File: src/hdl/lcdc_params.svh
// lcdc_params.svh: offsets, field positions, command codes and parameter counts of the command decoder
// assumes: included by bare name from the package and the decoder; definitions only
`ifndef LCDC_PARAMS_SVH
`define LCDC_PARAMS_SVH

// command codes, written with command_data_select high
`define LCDC_CMD_SYSTEM_SETUP   8'h40
`define LCDC_CMD_BLOCK_SETUP    8'h44
`define LCDC_CMD_HSHIFT         8'h5A
`define LCDC_CMD_LAYER_COMBINE  8'h5B

// parameter bytes each command consumes
`define LCDC_SETUP_PARAMS       4'h8
`define LCDC_BLOCK_PARAMS       4'hA
`define LCDC_ONE_PARAM          4'h1

// register file size and offsets
`define LCDC_NUM_REGS           28
`define LCDC_OFS_SYSTEM_CONFIG  5'h00
`define LCDC_OFS_CHAR_WIDTH     5'h01
`define LCDC_OFS_CHAR_HEIGHT    5'h02
`define LCDC_OFS_BYTES_PER_LINE 5'h03
`define LCDC_OFS_TOTAL_LINE     5'h04
`define LCDC_OFS_LINES_FRAME    5'h05
`define LCDC_OFS_PITCH_LOW      5'h06
`define LCDC_OFS_PITCH_HIGH     5'h07
`define LCDC_OFS_BLOCK1_LOW     5'h0B
`define LCDC_OFS_BLOCK1_HIGH    5'h0C
`define LCDC_OFS_BLOCK1_LINES   5'h0D
`define LCDC_OFS_BLOCK2_LOW     5'h0E
`define LCDC_OFS_BLOCK2_HIGH    5'h0F
`define LCDC_OFS_BLOCK2_LINES   5'h10
`define LCDC_OFS_BLOCK3_LOW     5'h11
`define LCDC_OFS_BLOCK3_HIGH    5'h12
`define LCDC_OFS_BLOCK4_LOW     5'h13
`define LCDC_OFS_BLOCK4_HIGH    5'h14
`define LCDC_OFS_LAYER_OVERLAY  5'h18
`define LCDC_OFS_PIXEL_SHIFT    5'h1B

// field positions
`define LCDC_BIT_FONT_SOURCE    0
`define LCDC_BIT_CHAR_LINES     2
`define LCDC_BIT_PANEL_DRIVE    3
`define LCDC_BIT_TOP_LINE_COMP  5
`define LCDC_BIT_AC_DRIVE       7
`define LCDC_BIT_BLOCK1_TEXT    2
`define LCDC_BIT_BLOCK3_TEXT    3

// writable bits of the narrow registers; all others read zero
`define LCDC_MASK_SYSTEM_CONFIG 8'h2D
`define LCDC_MASK_CHAR_WIDTH    8'h8F
`define LCDC_MASK_CHAR_HEIGHT   8'h0F
`define LCDC_MASK_LAYER_OVERLAY 8'h0F
`define LCDC_MASK_PIXEL_SHIFT   8'h07
`define LCDC_MASK_FULL          8'hFF

// reset value of every register
`define LCDC_REG_RESET          8'h00

`endif

File: src/hdl/lcdc_pkg.sv
// lcdc_pkg: types shared by the command decoder and its users
// assumes: lcdc_params.svh on the include path
`include "lcdc_params.svh"
package lcdc_pkg;
	// command being served; gray codes along the usual order of setup
	typedef enum logic [2:0] {
		LCDC_IDLE    = 3'b000,
		LCDC_SETUP   = 3'b001,
		LCDC_BLOCKS  = 3'b011,
		LCDC_HSHIFT  = 3'b010,
		LCDC_OVERLAY = 3'b110
	} lcdc_cmd_e;

	// whole state of the decoder
	typedef struct packed {
		lcdc_cmd_e                       cmd;   // command whose parameters are expected
		logic [3:0]                      idx;   // next parameter number
		logic [`LCDC_NUM_REGS-1:0][7:0]  regs;  // configuration registers
	} lcdc_state_s;

	// decoded configuration toward the timing and layering logic
	typedef struct packed {
		logic        font_source_select;
		logic        char_line_count;
		logic        panel_drive_select;
		logic        top_line_compensation;
		logic [3:0]  char_width;
		logic        ac_drive_frames;
		logic [3:0]  char_height;
		logic [7:0]  bytes_per_line;
		logic [7:0]  total_line_length;
		logic [7:0]  lines_per_frame;
		logic [15:0] virtual_line_pitch;
		logic [15:0] block1_start;
		logic [7:0]  block1_line_count;
		logic [15:0] block2_start;
		logic [7:0]  block2_line_count;
		logic [15:0] block3_start;
		logic [15:0] block4_start;
		logic [1:0]  layer_combine_method;
		logic        first_block_text_select;
		logic        third_block_text_select;
		logic [2:0]  pixel_shift;
	} lcdc_cfg_s;
endpackage
File: src/hdl/lcdc_cmd_decoder.sv
// lcdc_cmd_decoder: indirect command/parameter port of the LCD controller and its configuration registers
// assumes: host write strobe is one CORE_CLK cycle per byte and synchronous to CORE_CLK;
// the display timing logic reads CFG and treats it as static between commands
`timescale 1ns/1ps
`include "lcdc_params.svh"

module lcdc_cmd_decoder
	import lcdc_pkg::*;
(
	input  wire logic       CORE_CLK,      // system clock, 100 MHz
	input  wire logic       NRST,          // asynchronous reset, active low
	input  wire logic       WR_STROBE,     // one-cycle host write
	input  wire logic       CMD_DATA_SEL,  // high: command code, low: parameter byte
	input  wire logic [7:0] WR_DATA,       // byte written by the host
	output lcdc_cfg_s       CFG,           // decoded configuration
	output lcdc_cmd_e       ACTIVE_CMD,    // command now taking parameters
	output logic [3:0]      PARAM_INDEX    // number of parameters taken so far
);

	lcdc_state_s st;       // registered state
	lcdc_state_s next_st;  // next state

	logic       cmd_wr;     // command code written
	logic       par_wr;     // parameter byte written
	logic       tgt_valid;  // current parameter has a home
	logic [4:0] tgt_ofs;    // register that the parameter lands in
	logic [7:0] tgt_mask;   // writable bits of that register

	// map a command and parameter number to a register offset
	function automatic logic [5:0] param_target(input lcdc_cmd_e cmd, input logic [3:0] idx);
		logic [5:0] r;
		r = 6'h00;
		unique case (cmd)
			LCDC_IDLE: begin
				r = 6'h00;  // no command: parameter is dropped
			end
			LCDC_SETUP: begin
				if (idx < `LCDC_SETUP_PARAMS) begin
					r = {1'b1, `LCDC_OFS_SYSTEM_CONFIG + {1'b0, idx}};
				end
			end
			LCDC_BLOCKS: begin
				if (idx < `LCDC_BLOCK_PARAMS) begin
					r = {1'b1, `LCDC_OFS_BLOCK1_LOW + {1'b0, idx}};
				end
			end
			LCDC_HSHIFT: begin
				if (idx < `LCDC_ONE_PARAM) begin
					r = {1'b1, `LCDC_OFS_PIXEL_SHIFT};
				end
			end
			LCDC_OVERLAY: begin
				if (idx < `LCDC_ONE_PARAM) begin
					r = {1'b1, `LCDC_OFS_LAYER_OVERLAY};
				end
			end
			default: begin
				r = 6'h00;  // illegal code: drop the byte
			end
		endcase
		return r;
	endfunction

	// writable bits per register; undefined bits stay zero so they read back clean
	function automatic logic [7:0] reg_mask(input logic [4:0] ofs);
		logic [7:0] m;
		m = `LCDC_MASK_FULL;
		unique case (ofs)
			`LCDC_OFS_SYSTEM_CONFIG: m = `LCDC_MASK_SYSTEM_CONFIG;
			`LCDC_OFS_CHAR_WIDTH:    m = `LCDC_MASK_CHAR_WIDTH;
			`LCDC_OFS_CHAR_HEIGHT:   m = `LCDC_MASK_CHAR_HEIGHT;
			`LCDC_OFS_LAYER_OVERLAY: m = `LCDC_MASK_LAYER_OVERLAY;
			`LCDC_OFS_PIXEL_SHIFT:   m = `LCDC_MASK_PIXEL_SHIFT;
			default:                 m = `LCDC_MASK_FULL;
		endcase
		return m;
	endfunction

	// decode the host port; the select line alone tells command from parameter
	assign cmd_wr = WR_STROBE & CMD_DATA_SEL;
	assign par_wr = WR_STROBE & ~CMD_DATA_SEL;
	assign {tgt_valid, tgt_ofs} = param_target(st.cmd, st.idx);
	assign tgt_mask = reg_mask(tgt_ofs);

	// next state: command restarts the sequence, each parameter with a target takes the next slot
	always_comb begin
		next_st = st;
		if (cmd_wr) begin
			next_st.idx = 4'h0;
			unique case (WR_DATA)
				`LCDC_CMD_SYSTEM_SETUP:  next_st.cmd = LCDC_SETUP;
				`LCDC_CMD_BLOCK_SETUP:   next_st.cmd = LCDC_BLOCKS;
				`LCDC_CMD_HSHIFT:        next_st.cmd = LCDC_HSHIFT;
				`LCDC_CMD_LAYER_COMBINE: next_st.cmd = LCDC_OVERLAY;
				// memory write and the rest belong to other blocks; their data bytes are ignored here
				default:                 next_st.cmd = LCDC_IDLE;
			endcase
		end else if (par_wr && tgt_valid) begin
			// a short list leaves later registers as they were
			next_st.regs[tgt_ofs] = WR_DATA & tgt_mask;
			next_st.idx = st.idx + 4'h1;
		end
	end

	// state register; every register clears to zero, nothing else is trustworthy before setup
	always_ff @(posedge CORE_CLK or negedge NRST) begin
		if (!NRST) begin
			st.cmd  <= LCDC_IDLE;
			st.idx  <= 4'h0;
			st.regs <= '0;
		end else begin
			st <= next_st;
		end
	end

	// configuration fields straight from the register flops
	assign CFG.font_source_select    = st.regs[`LCDC_OFS_SYSTEM_CONFIG][`LCDC_BIT_FONT_SOURCE];
	assign CFG.char_line_count       = st.regs[`LCDC_OFS_SYSTEM_CONFIG][`LCDC_BIT_CHAR_LINES];
	assign CFG.panel_drive_select    = st.regs[`LCDC_OFS_SYSTEM_CONFIG][`LCDC_BIT_PANEL_DRIVE];
	assign CFG.top_line_compensation = st.regs[`LCDC_OFS_SYSTEM_CONFIG][`LCDC_BIT_TOP_LINE_COMP];
	assign CFG.char_width            = st.regs[`LCDC_OFS_CHAR_WIDTH][3:0];
	assign CFG.ac_drive_frames       = st.regs[`LCDC_OFS_CHAR_WIDTH][`LCDC_BIT_AC_DRIVE];
	assign CFG.char_height           = st.regs[`LCDC_OFS_CHAR_HEIGHT][3:0];
	assign CFG.bytes_per_line        = st.regs[`LCDC_OFS_BYTES_PER_LINE];
	assign CFG.total_line_length     = st.regs[`LCDC_OFS_TOTAL_LINE];
	assign CFG.lines_per_frame       = st.regs[`LCDC_OFS_LINES_FRAME];
	assign CFG.virtual_line_pitch    = {st.regs[`LCDC_OFS_PITCH_HIGH], st.regs[`LCDC_OFS_PITCH_LOW]};
	assign CFG.block1_start          = {st.regs[`LCDC_OFS_BLOCK1_HIGH], st.regs[`LCDC_OFS_BLOCK1_LOW]};
	assign CFG.block1_line_count     = st.regs[`LCDC_OFS_BLOCK1_LINES];
	assign CFG.block2_start          = {st.regs[`LCDC_OFS_BLOCK2_HIGH], st.regs[`LCDC_OFS_BLOCK2_LOW]};
	assign CFG.block2_line_count     = st.regs[`LCDC_OFS_BLOCK2_LINES];
	assign CFG.block3_start          = {st.regs[`LCDC_OFS_BLOCK3_HIGH], st.regs[`LCDC_OFS_BLOCK3_LOW]};
	assign CFG.block4_start          = {st.regs[`LCDC_OFS_BLOCK4_HIGH], st.regs[`LCDC_OFS_BLOCK4_LOW]};
	assign CFG.layer_combine_method  = st.regs[`LCDC_OFS_LAYER_OVERLAY][1:0];
	assign CFG.first_block_text_select = st.regs[`LCDC_OFS_LAYER_OVERLAY][`LCDC_BIT_BLOCK1_TEXT];
	assign CFG.third_block_text_select = st.regs[`LCDC_OFS_LAYER_OVERLAY][`LCDC_BIT_BLOCK3_TEXT];
	assign CFG.pixel_shift           = st.regs[`LCDC_OFS_PIXEL_SHIFT][2:0];

	// decoder status for the rest of the controller
	assign ACTIVE_CMD  = st.cmd;
	assign PARAM_INDEX = st.idx;

	// a system setup command write restarts numbering and picks the setup command
	chk_cmd_restart: assert property (@(posedge CORE_CLK) disable iff (!NRST)
		cmd_wr && WR_DATA == `LCDC_CMD_SYSTEM_SETUP |=> st.idx == 4'h0 && st.cmd == LCDC_SETUP)
		else $error("command write did not restart parameter index");

	// first setup byte lands in register 0 with only its defined bits
	chk_setup_first: assert property (@(posedge CORE_CLK) disable iff (!NRST)
		par_wr && st.cmd == LCDC_SETUP && st.idx == 4'h0
		|=> CFG.font_source_select == $past(WR_DATA[0]) && CFG.panel_drive_select == $past(WR_DATA[3])
		&& CFG.char_line_count == $past(WR_DATA[2]) && CFG.top_line_compensation == $past(WR_DATA[5]))
		else $error("setup byte one not stored in system config");

	// second byte carries width and drive mode
	chk_setup_width: assert property (@(posedge CORE_CLK) disable iff (!NRST)
		par_wr && st.cmd == LCDC_SETUP && st.idx == 4'h1
		|=> CFG.char_width == $past(WR_DATA[3:0]) && CFG.ac_drive_frames == $past(WR_DATA[7]))
		else $error("setup byte two not stored in width register");

	// full setup sequence: the 8 bytes fill the pitch last, high byte from P8
	chk_setup_pitch: assert property (@(posedge CORE_CLK) disable iff (!NRST)
		par_wr && st.cmd == LCDC_SETUP && st.idx == 4'h6 ##1 par_wr && !cmd_wr
		|=> CFG.virtual_line_pitch == {$past(WR_DATA), $past(WR_DATA, 2)})
		else $error("virtual pitch bytes misplaced");

	// block setup P5 is the high byte of the second block start
	chk_block2_high: assert property (@(posedge CORE_CLK) disable iff (!NRST)
		par_wr && st.cmd == LCDC_BLOCKS && st.idx == 4'h4 |=> CFG.block2_start[15:8] == $past(WR_DATA))
		else $error("second block high byte misplaced");

	// the tenth block byte finishes the fourth block start
	chk_block4_high: assert property (@(posedge CORE_CLK) disable iff (!NRST)
		par_wr && st.cmd == LCDC_BLOCKS && st.idx == 4'h9 |=> CFG.block4_start[15:8] == $past(WR_DATA))
		else $error("fourth block high byte misplaced");

	// shift register keeps three bits only
	chk_shift_load: assert property (@(posedge CORE_CLK) disable iff (!NRST)
		par_wr && st.cmd == LCDC_HSHIFT && st.idx == 4'h0
		|=> CFG.pixel_shift == $past(WR_DATA[2:0]) && st.regs[`LCDC_OFS_PIXEL_SHIFT][7:3] == 5'h00)
		else $error("pixel shift not loaded");

	// overlay byte sets method and both text selects
	chk_overlay_load: assert property (@(posedge CORE_CLK) disable iff (!NRST)
		par_wr && st.cmd == LCDC_OVERLAY && st.idx == 4'h0
		|=> CFG.layer_combine_method == $past(WR_DATA[1:0]) && CFG.first_block_text_select == $past(WR_DATA[2])
		&& CFG.third_block_text_select == $past(WR_DATA[3]))
		else $error("overlay byte not loaded");

	// parameters past the list, or without a known command, change nothing
	chk_extra_dropped: assert property (@(posedge CORE_CLK) disable iff (!NRST)
		par_wr && !tgt_valid |=> $stable(st.regs) && $stable(st.idx))
		else $error("surplus parameter altered registers");

	// with the select high the byte is never stored as a parameter
	chk_select_cmd: assert property (@(posedge CORE_CLK) disable iff (!NRST)
		cmd_wr |=> $stable(st.regs))
		else $error("command byte written into a register");

	// per-field landing checks; each names the parameter slot it expects

	// setup P1 bit 2: character line mode
	chk_char_lines: assert property (@(posedge CORE_CLK) disable iff (!NRST)
		par_wr && st.cmd == LCDC_SETUP && st.idx == 4'h0
		|=> CFG.char_line_count == $past(WR_DATA[2]))
		else $error("character line mode not stored");

	// setup P1 bit 3: panel drive
	chk_panel_drive: assert property (@(posedge CORE_CLK) disable iff (!NRST)
		par_wr && st.cmd == LCDC_SETUP && st.idx == 4'h0
		|=> CFG.panel_drive_select == $past(WR_DATA[3]))
		else $error("panel drive select not stored");

	// setup P1 bit 5: top-line compensation
	chk_top_line: assert property (@(posedge CORE_CLK) disable iff (!NRST)
		par_wr && st.cmd == LCDC_SETUP && st.idx == 4'h0
		|=> CFG.top_line_compensation == $past(WR_DATA[5]))
		else $error("top-line compensation not stored");

	// setup P2 bit 7: AC drive frames
	chk_ac_drive: assert property (@(posedge CORE_CLK) disable iff (!NRST)
		par_wr && st.cmd == LCDC_SETUP && st.idx == 4'h1
		|=> CFG.ac_drive_frames == $past(WR_DATA[7]))
		else $error("AC drive frames not stored");

	// setup P3: character height nibble
	chk_setup_height: assert property (@(posedge CORE_CLK) disable iff (!NRST)
		par_wr && st.cmd == LCDC_SETUP && st.idx == 4'h2
		|=> CFG.char_height == $past(WR_DATA[3:0]))
		else $error("character height not stored");

	// setup P4: bytes per line
	chk_bytes_line: assert property (@(posedge CORE_CLK) disable iff (!NRST)
		par_wr && st.cmd == LCDC_SETUP && st.idx == 4'h3
		|=> CFG.bytes_per_line == $past(WR_DATA))
		else $error("bytes per line not stored");

	// setup P5: total line length
	chk_total_line: assert property (@(posedge CORE_CLK) disable iff (!NRST)
		par_wr && st.cmd == LCDC_SETUP && st.idx == 4'h4
		|=> CFG.total_line_length == $past(WR_DATA))
		else $error("total line length not stored");

	// setup P6: lines per frame
	chk_lines_frame: assert property (@(posedge CORE_CLK) disable iff (!NRST)
		par_wr && st.cmd == LCDC_SETUP && st.idx == 4'h5
		|=> CFG.lines_per_frame == $past(WR_DATA))
		else $error("lines per frame not stored");

	// setup P7: low byte of the pitch
	chk_pitch_low: assert property (@(posedge CORE_CLK) disable iff (!NRST)
		par_wr && st.cmd == LCDC_SETUP && st.idx == 4'h6
		|=> CFG.virtual_line_pitch[7:0] == $past(WR_DATA))
		else $error("virtual pitch low byte misplaced");

	// block P1: first block start, low byte
	chk_block1_low: assert property (@(posedge CORE_CLK) disable iff (!NRST)
		par_wr && st.cmd == LCDC_BLOCKS && st.idx == 4'h0
		|=> CFG.block1_start[7:0] == $past(WR_DATA))
		else $error("first block low byte misplaced");

	// block P2: first block start, high byte
	chk_block1_high: assert property (@(posedge CORE_CLK) disable iff (!NRST)
		par_wr && st.cmd == LCDC_BLOCKS && st.idx == 4'h1
		|=> CFG.block1_start[15:8] == $past(WR_DATA))
		else $error("first block high byte misplaced");

	// block P3: first block line count
	chk_block1_lines: assert property (@(posedge CORE_CLK) disable iff (!NRST)
		par_wr && st.cmd == LCDC_BLOCKS && st.idx == 4'h2
		|=> CFG.block1_line_count == $past(WR_DATA))
		else $error("first block line count misplaced");

	// block P4: second block start, low byte
	chk_block2_low: assert property (@(posedge CORE_CLK) disable iff (!NRST)
		par_wr && st.cmd == LCDC_BLOCKS && st.idx == 4'h3
		|=> CFG.block2_start[7:0] == $past(WR_DATA))
		else $error("second block low byte misplaced");

	// block P6: second block line count
	chk_block2_lines: assert property (@(posedge CORE_CLK) disable iff (!NRST)
		par_wr && st.cmd == LCDC_BLOCKS && st.idx == 4'h5
		|=> CFG.block2_line_count == $past(WR_DATA))
		else $error("second block line count misplaced");

	// block P7: third block start, low byte
	chk_block3_low: assert property (@(posedge CORE_CLK) disable iff (!NRST)
		par_wr && st.cmd == LCDC_BLOCKS && st.idx == 4'h6
		|=> CFG.block3_start[7:0] == $past(WR_DATA))
		else $error("third block low byte misplaced");

	// block P8: third block start, high byte
	chk_block3_high: assert property (@(posedge CORE_CLK) disable iff (!NRST)
		par_wr && st.cmd == LCDC_BLOCKS && st.idx == 4'h7
		|=> CFG.block3_start[15:8] == $past(WR_DATA))
		else $error("third block high byte misplaced");

	// block P9: fourth block start, low byte
	chk_block4_low: assert property (@(posedge CORE_CLK) disable iff (!NRST)
		par_wr && st.cmd == LCDC_BLOCKS && st.idx == 4'h8
		|=> CFG.block4_start[7:0] == $past(WR_DATA))
		else $error("fourth block low byte misplaced");

	// overlay bit 2: first block text select
	chk_text_first: assert property (@(posedge CORE_CLK) disable iff (!NRST)
		par_wr && st.cmd == LCDC_OVERLAY && st.idx == 4'h0
		|=> CFG.first_block_text_select == $past(WR_DATA[2]))
		else $error("first block text select not stored");

	// overlay bit 3: third block text select
	chk_text_third: assert property (@(posedge CORE_CLK) disable iff (!NRST)
		par_wr && st.cmd == LCDC_OVERLAY && st.idx == 4'h0
		|=> CFG.third_block_text_select == $past(WR_DATA[3]))
		else $error("third block text select not stored");

	// an accepted parameter moves the index by exactly one
	chk_index_step: assert property (@(posedge CORE_CLK) disable iff (!NRST)
		par_wr && tgt_valid
		|=> st.idx == $past(st.idx) + 4'h1)
		else $error("parameter index did not advance by one");

	// block command restarts the sequence
	chk_block_cmd: assert property (@(posedge CORE_CLK) disable iff (!NRST)
		cmd_wr && WR_DATA == `LCDC_CMD_BLOCK_SETUP
		|=> st.cmd == LCDC_BLOCKS && st.idx == 4'h0)
		else $error("block command not taken");

	// shift command restarts the sequence
	chk_shift_cmd: assert property (@(posedge CORE_CLK) disable iff (!NRST)
		cmd_wr && WR_DATA == `LCDC_CMD_HSHIFT
		|=> st.cmd == LCDC_HSHIFT && st.idx == 4'h0)
		else $error("shift command not taken");

	// codes owned by other blocks leave the decoder idle
	chk_unknown_cmd: assert property (@(posedge CORE_CLK) disable iff (!NRST)
		cmd_wr && !(WR_DATA inside {`LCDC_CMD_SYSTEM_SETUP, `LCDC_CMD_BLOCK_SETUP,
		`LCDC_CMD_HSHIFT, `LCDC_CMD_LAYER_COMBINE}) |=> st.cmd == LCDC_IDLE && st.idx == 4'h0)
		else $error("foreign command not dropped");

	// undefined bits of register 0 never hold a one
	chk_config_mask: assert property (@(posedge CORE_CLK) disable iff (!NRST)
		(st.regs[`LCDC_OFS_SYSTEM_CONFIG] & ~`LCDC_MASK_SYSTEM_CONFIG)
		== 8'h00)
		else $error("undefined system config bit stored");

	// bits 6-4 of the width register never hold a one
	chk_width_mask: assert property (@(posedge CORE_CLK) disable iff (!NRST)
		(st.regs[`LCDC_OFS_CHAR_WIDTH] & ~`LCDC_MASK_CHAR_WIDTH)
		== 8'h00)
		else $error("undefined width register bit stored");

endmodule

File: config.mk
export PLATFORM = sky130hd
export DESIGN_NAME = lcdc_cmd_decoder
export DESIGN_NICKNAME = d
export VERILOG_FILES = /design/src/hdl/lcdc_pkg.sv /design/src/hdl/lcdc_cmd_decoder.sv
export VERILOG_INCLUDE_DIRS = /design/src /design/src/hdl
export SDC_FILE = /design/constraint.sdc
export NUM_CORES = 1
export LEC_CHECK = 0
export BUFFER_PORTS_ARGS = -buffer_cell sky130_fd_sc_hd__buf_2
export CAP_MARGIN = 20
export CELL_PAD_IN_SITES_DETAIL_PLACEMENT = 1
export CELL_PAD_IN_SITES_GLOBAL_PLACEMENT = 1
export CORE_MARGIN = 10
export CORE_UTILIZATION = 38
export CTS_CLUSTER_DIAMETER = 200
export DETAILED_ROUTE_END_ITERATION = 7
export HOLD_SLACK_MARGIN = 0.03
export PLACE_DENSITY = 0.72
export SLEW_MARGIN = 20
export SYNTH_ARGS = -nofsm -noshare
export SYNTH_HDL_FRONTEND = slang
export SYNTH_SLANG_ARGS = --single-unit
File: constraint.sdc
create_clock -name CORE_CLK -period 3 [get_ports CORE_CLK]
set_clock_uncertainty 0.15 [all_clocks]
set_input_delay 0.75 -clock CORE_CLK [delete_from_list [all_inputs] [get_ports CORE_CLK]]
set_output_delay 0.75 -clock CORE_CLK [all_outputs]
set_load 0.1 [all_outputs]
==> run metrics <==
outcome completed; DR vias 4144; Worst EP arrival between 3 and 4 ns; initial DRC count roughly 180; first-pass GRT wire length between 20000 and 30000 um; Sw Ratio roughly a quarter; Synth Area in Compound Gates approximately 3.5%; Ys Warns 0; share of cells above drive strength 1 a little under two thirds; cell leakage power 4.27 nW; Fin. Hold Viols 0; Largest stage delay, worst path roughly 0.67 ns; mux share of post-synthesis cell area a little over a quarter; Tcrit/Tclk final a little over nine tenths; synthesized area 6050 um^2; Critical Path End Type flop; CP Launch Type flop; share of the yosys chip area belonging to registers 60.8%; number of diodes 0; vias per inst between 5 and 6; post-synth cell types 50; Layout Nets 600; final critical-path required period approximately 2.9 ns; flop-to-flop setup slack approximately 0.11 ns; Die Footprint 21400 um^2; CP max-delay cell or4b_1; Flop pwr share 45.6%; Post-Synth XOR/XNOR Area 0%; CTS Hold Bufs 0; Core Util, Final between 50% and 60%; TNS Setup 0 ns; family with the most delay on the worst path simple AND/OR/NAND/NOR gates; post-synthesis register bit count ~150; num rows between 40 and 50; Reg2Reg Depth 8; Pre-Repair DR Iteration Count 4; clock share of power about half; initial antenna violation count 0; TritonCTS Sinks 147; initial core utilization a little under two fifths; Least-Margin Pin Slew 0.729 ns; CP Class flop to flop; Die W 146 um; synthesized area per cell roughly 15 um^2; maxcap violations 0; Ports ~160; die height approximately 150 um; routed length per instance ~23 um; Max FO, Critical Path 12; CTS buffer count 17; Root Driver clkbuf_16; Setup Viol. Count Final 0; P&R area growth vs syn 30.7%; Register Area approximately 3700 um^2; commonest cells after routing, fill and taps aside buf_2 (157), dfrtp_1 (140), mux2_2 (138), buf_4 (21), clkbuf_16 (17); drt total wl approximately 19000 um; Syn Inst Count between 400 and 500; Crit path required time approximately 3.2 ns; RD Place Congestion between 0.8 and 0.9; final slew viol count 0; critical path, cell by cell clkinvlp_4 -> ha_4 -> nand4bb_1 -> nor3_1 -> or4b_1 -> nor3_4 -> buf_12 -> mux2_2; clock-pin slew on the worst setup and hold paths around 0.060 ns; main flop type after synthesis dfrtp_1; Async SR Flop Fraction 100%; Internal around 3.3 mW; Post-synth EDFFs 0; antenna viol nets, final 0; clock latency at the later pin of the worst-skew pair 0.41 ns; Clock Tree Buf Depth 2; overflow left after global routing 0; maximum vdd drop 0.351 mV; relative slew slack 51.4%; Mapped Nets 420; Core Box Area 15800 um^2; leading cell type in the layout, fill and taps excluded buf_2; total track usage around 18%; net switching power figure between 1 and 1.5 mW; combinational share of power roughly 6.3%; PwrDens ~560 nW/um^2; Critical path buffers and inverters 2; Synth Area in Simple Gates 7.30%; CTS tree built; RR Startpoint PARAM_INDEX[0]; main combinational cell family by area after synthesis multiplexers; area occupied by multi-input gates between 2000 and 2500 um^2; Post-Synth Adder-Cell Area less than 1%; Fill cells between 1.5k and 2k; buffers added on ports approximately 160; hpwl dp ~13000 um; DR DRC count 0; vias in the first global route 4657; Max H-tree Level 4; fmax about 350 MHz; largest net degree at the start of global routing a little under 60; type of the worst min-delay path primary input to asynchronous set/reset pin
## through the flow
step / hold WS, ns / worst slack [ns] / instance area (um^2) / std cells / power (mW)
after CTS: 0.165 / 0.0195 / 7850 / 813 / 4.45
after global routing: 0.169 / -0.00420 / 7900 / 815 / 4.57
after floorplan: 0.304 / 0.00379 / 6110 / 406 / 2.22
after detailed placement: 0.338 / 0.0563 / 7250 / 781 / 2.33
final: 0.145 / 0.110 / 7900 / 815 / 4.41
after global placement: 0.335 / 0.174 / 7250 / 781 / 2.33
## per-layer routing
layer / GRT usage [%] / wire length (um) / up-vias
met5: 0 / 0 / -
met4: 6.21 / 413 / 0
met3: 5.28 / 860 / 23
met2: 31.5 / 10000 / 97
met1: 19.7 / 7590 / 2181
li1: - / - / 1843
## area by class of cell
cell class | count | share of cell area [%]
Clock buffer | 20 | 5.90
Clock inverter | 12 | 1.65
Inverter | 6 | 0.332
Multi-Input combinational cell | 232 | 29.1
Sequential cell | 147 | 46.7
Tap cell | 216 | 3.42
Timing Repair Buffer | 182 | 12.8
## Yosys cell counts (all sizes together) (2+ instances only)
cell type  count  area share, %
nand2b         4           0.41
mux2         139             26
nor2b          5           0.52
nand2          7           0.43
o2111ai        2           0.29
a211o          2           0.29
o21ai          5           0.41
or4b           2           0.33
a22o           2           0.29
ha             2           0.41
o31ai          2           0.25
nand4bb        2           0.37
nor3           8            1.4
dfrtp        147             61
nor2          10           0.66
nand4b         2           0.29
buf            5           0.41
nor4b          2           0.54
o21a           2           0.25
nor4           2           0.46
clkbuf        16           0.99
inv            6           0.37
a21oi          3           0.25
nand3          6           0.50
mux2i          2           0.33
nor3b          2           0.33
nand4          2           0.21
## kinds of logic after synthesis
family	after synthesis
AO/OA/AOI/OAI	28
adder cells (fa/ha/maj)	2
buffers and inverters	27
flip-flops	147
multiplexers	141
AND/OR/NAND/NOR	61
## how the worst max path moves through the flow
stage | from | to | slack (ns) | cells past startpoint
after floorplan | PARAM_INDEX[0] | flop | 0.004 | 9
after global placement | PARAM_INDEX[0] | flop | 0.17 | 7
after detailed placement | PARAM_INDEX[0] | flop | 0.06 | 7
after CTS | PARAM_INDEX[0] | flop | 0.02 | 7
after global routing | PARAM_INDEX[0] | flop | -0.004 | 8
final | PARAM_INDEX[0] | flop | 0.11 | 8
## timing repair
action                                  4_1_cts  5_1_grt
endpoints found under the setup margin        0       36
buffers inserted                              0        2
resized for setup                             0        4
## power groups by stage
stage	sequential, mW	combinational, mW	clock [mW]
final	2.01	0.279	2.12
after global routing	2.01	0.295	2.26
after CTS	2.01	0.284	2.16
after detailed placement	2.05	0.284	0
after global placement	2.05	0.279	0
after floorplan	2.18	0.0398	0
Note: power is estimated with default switching activity, not from simulation.
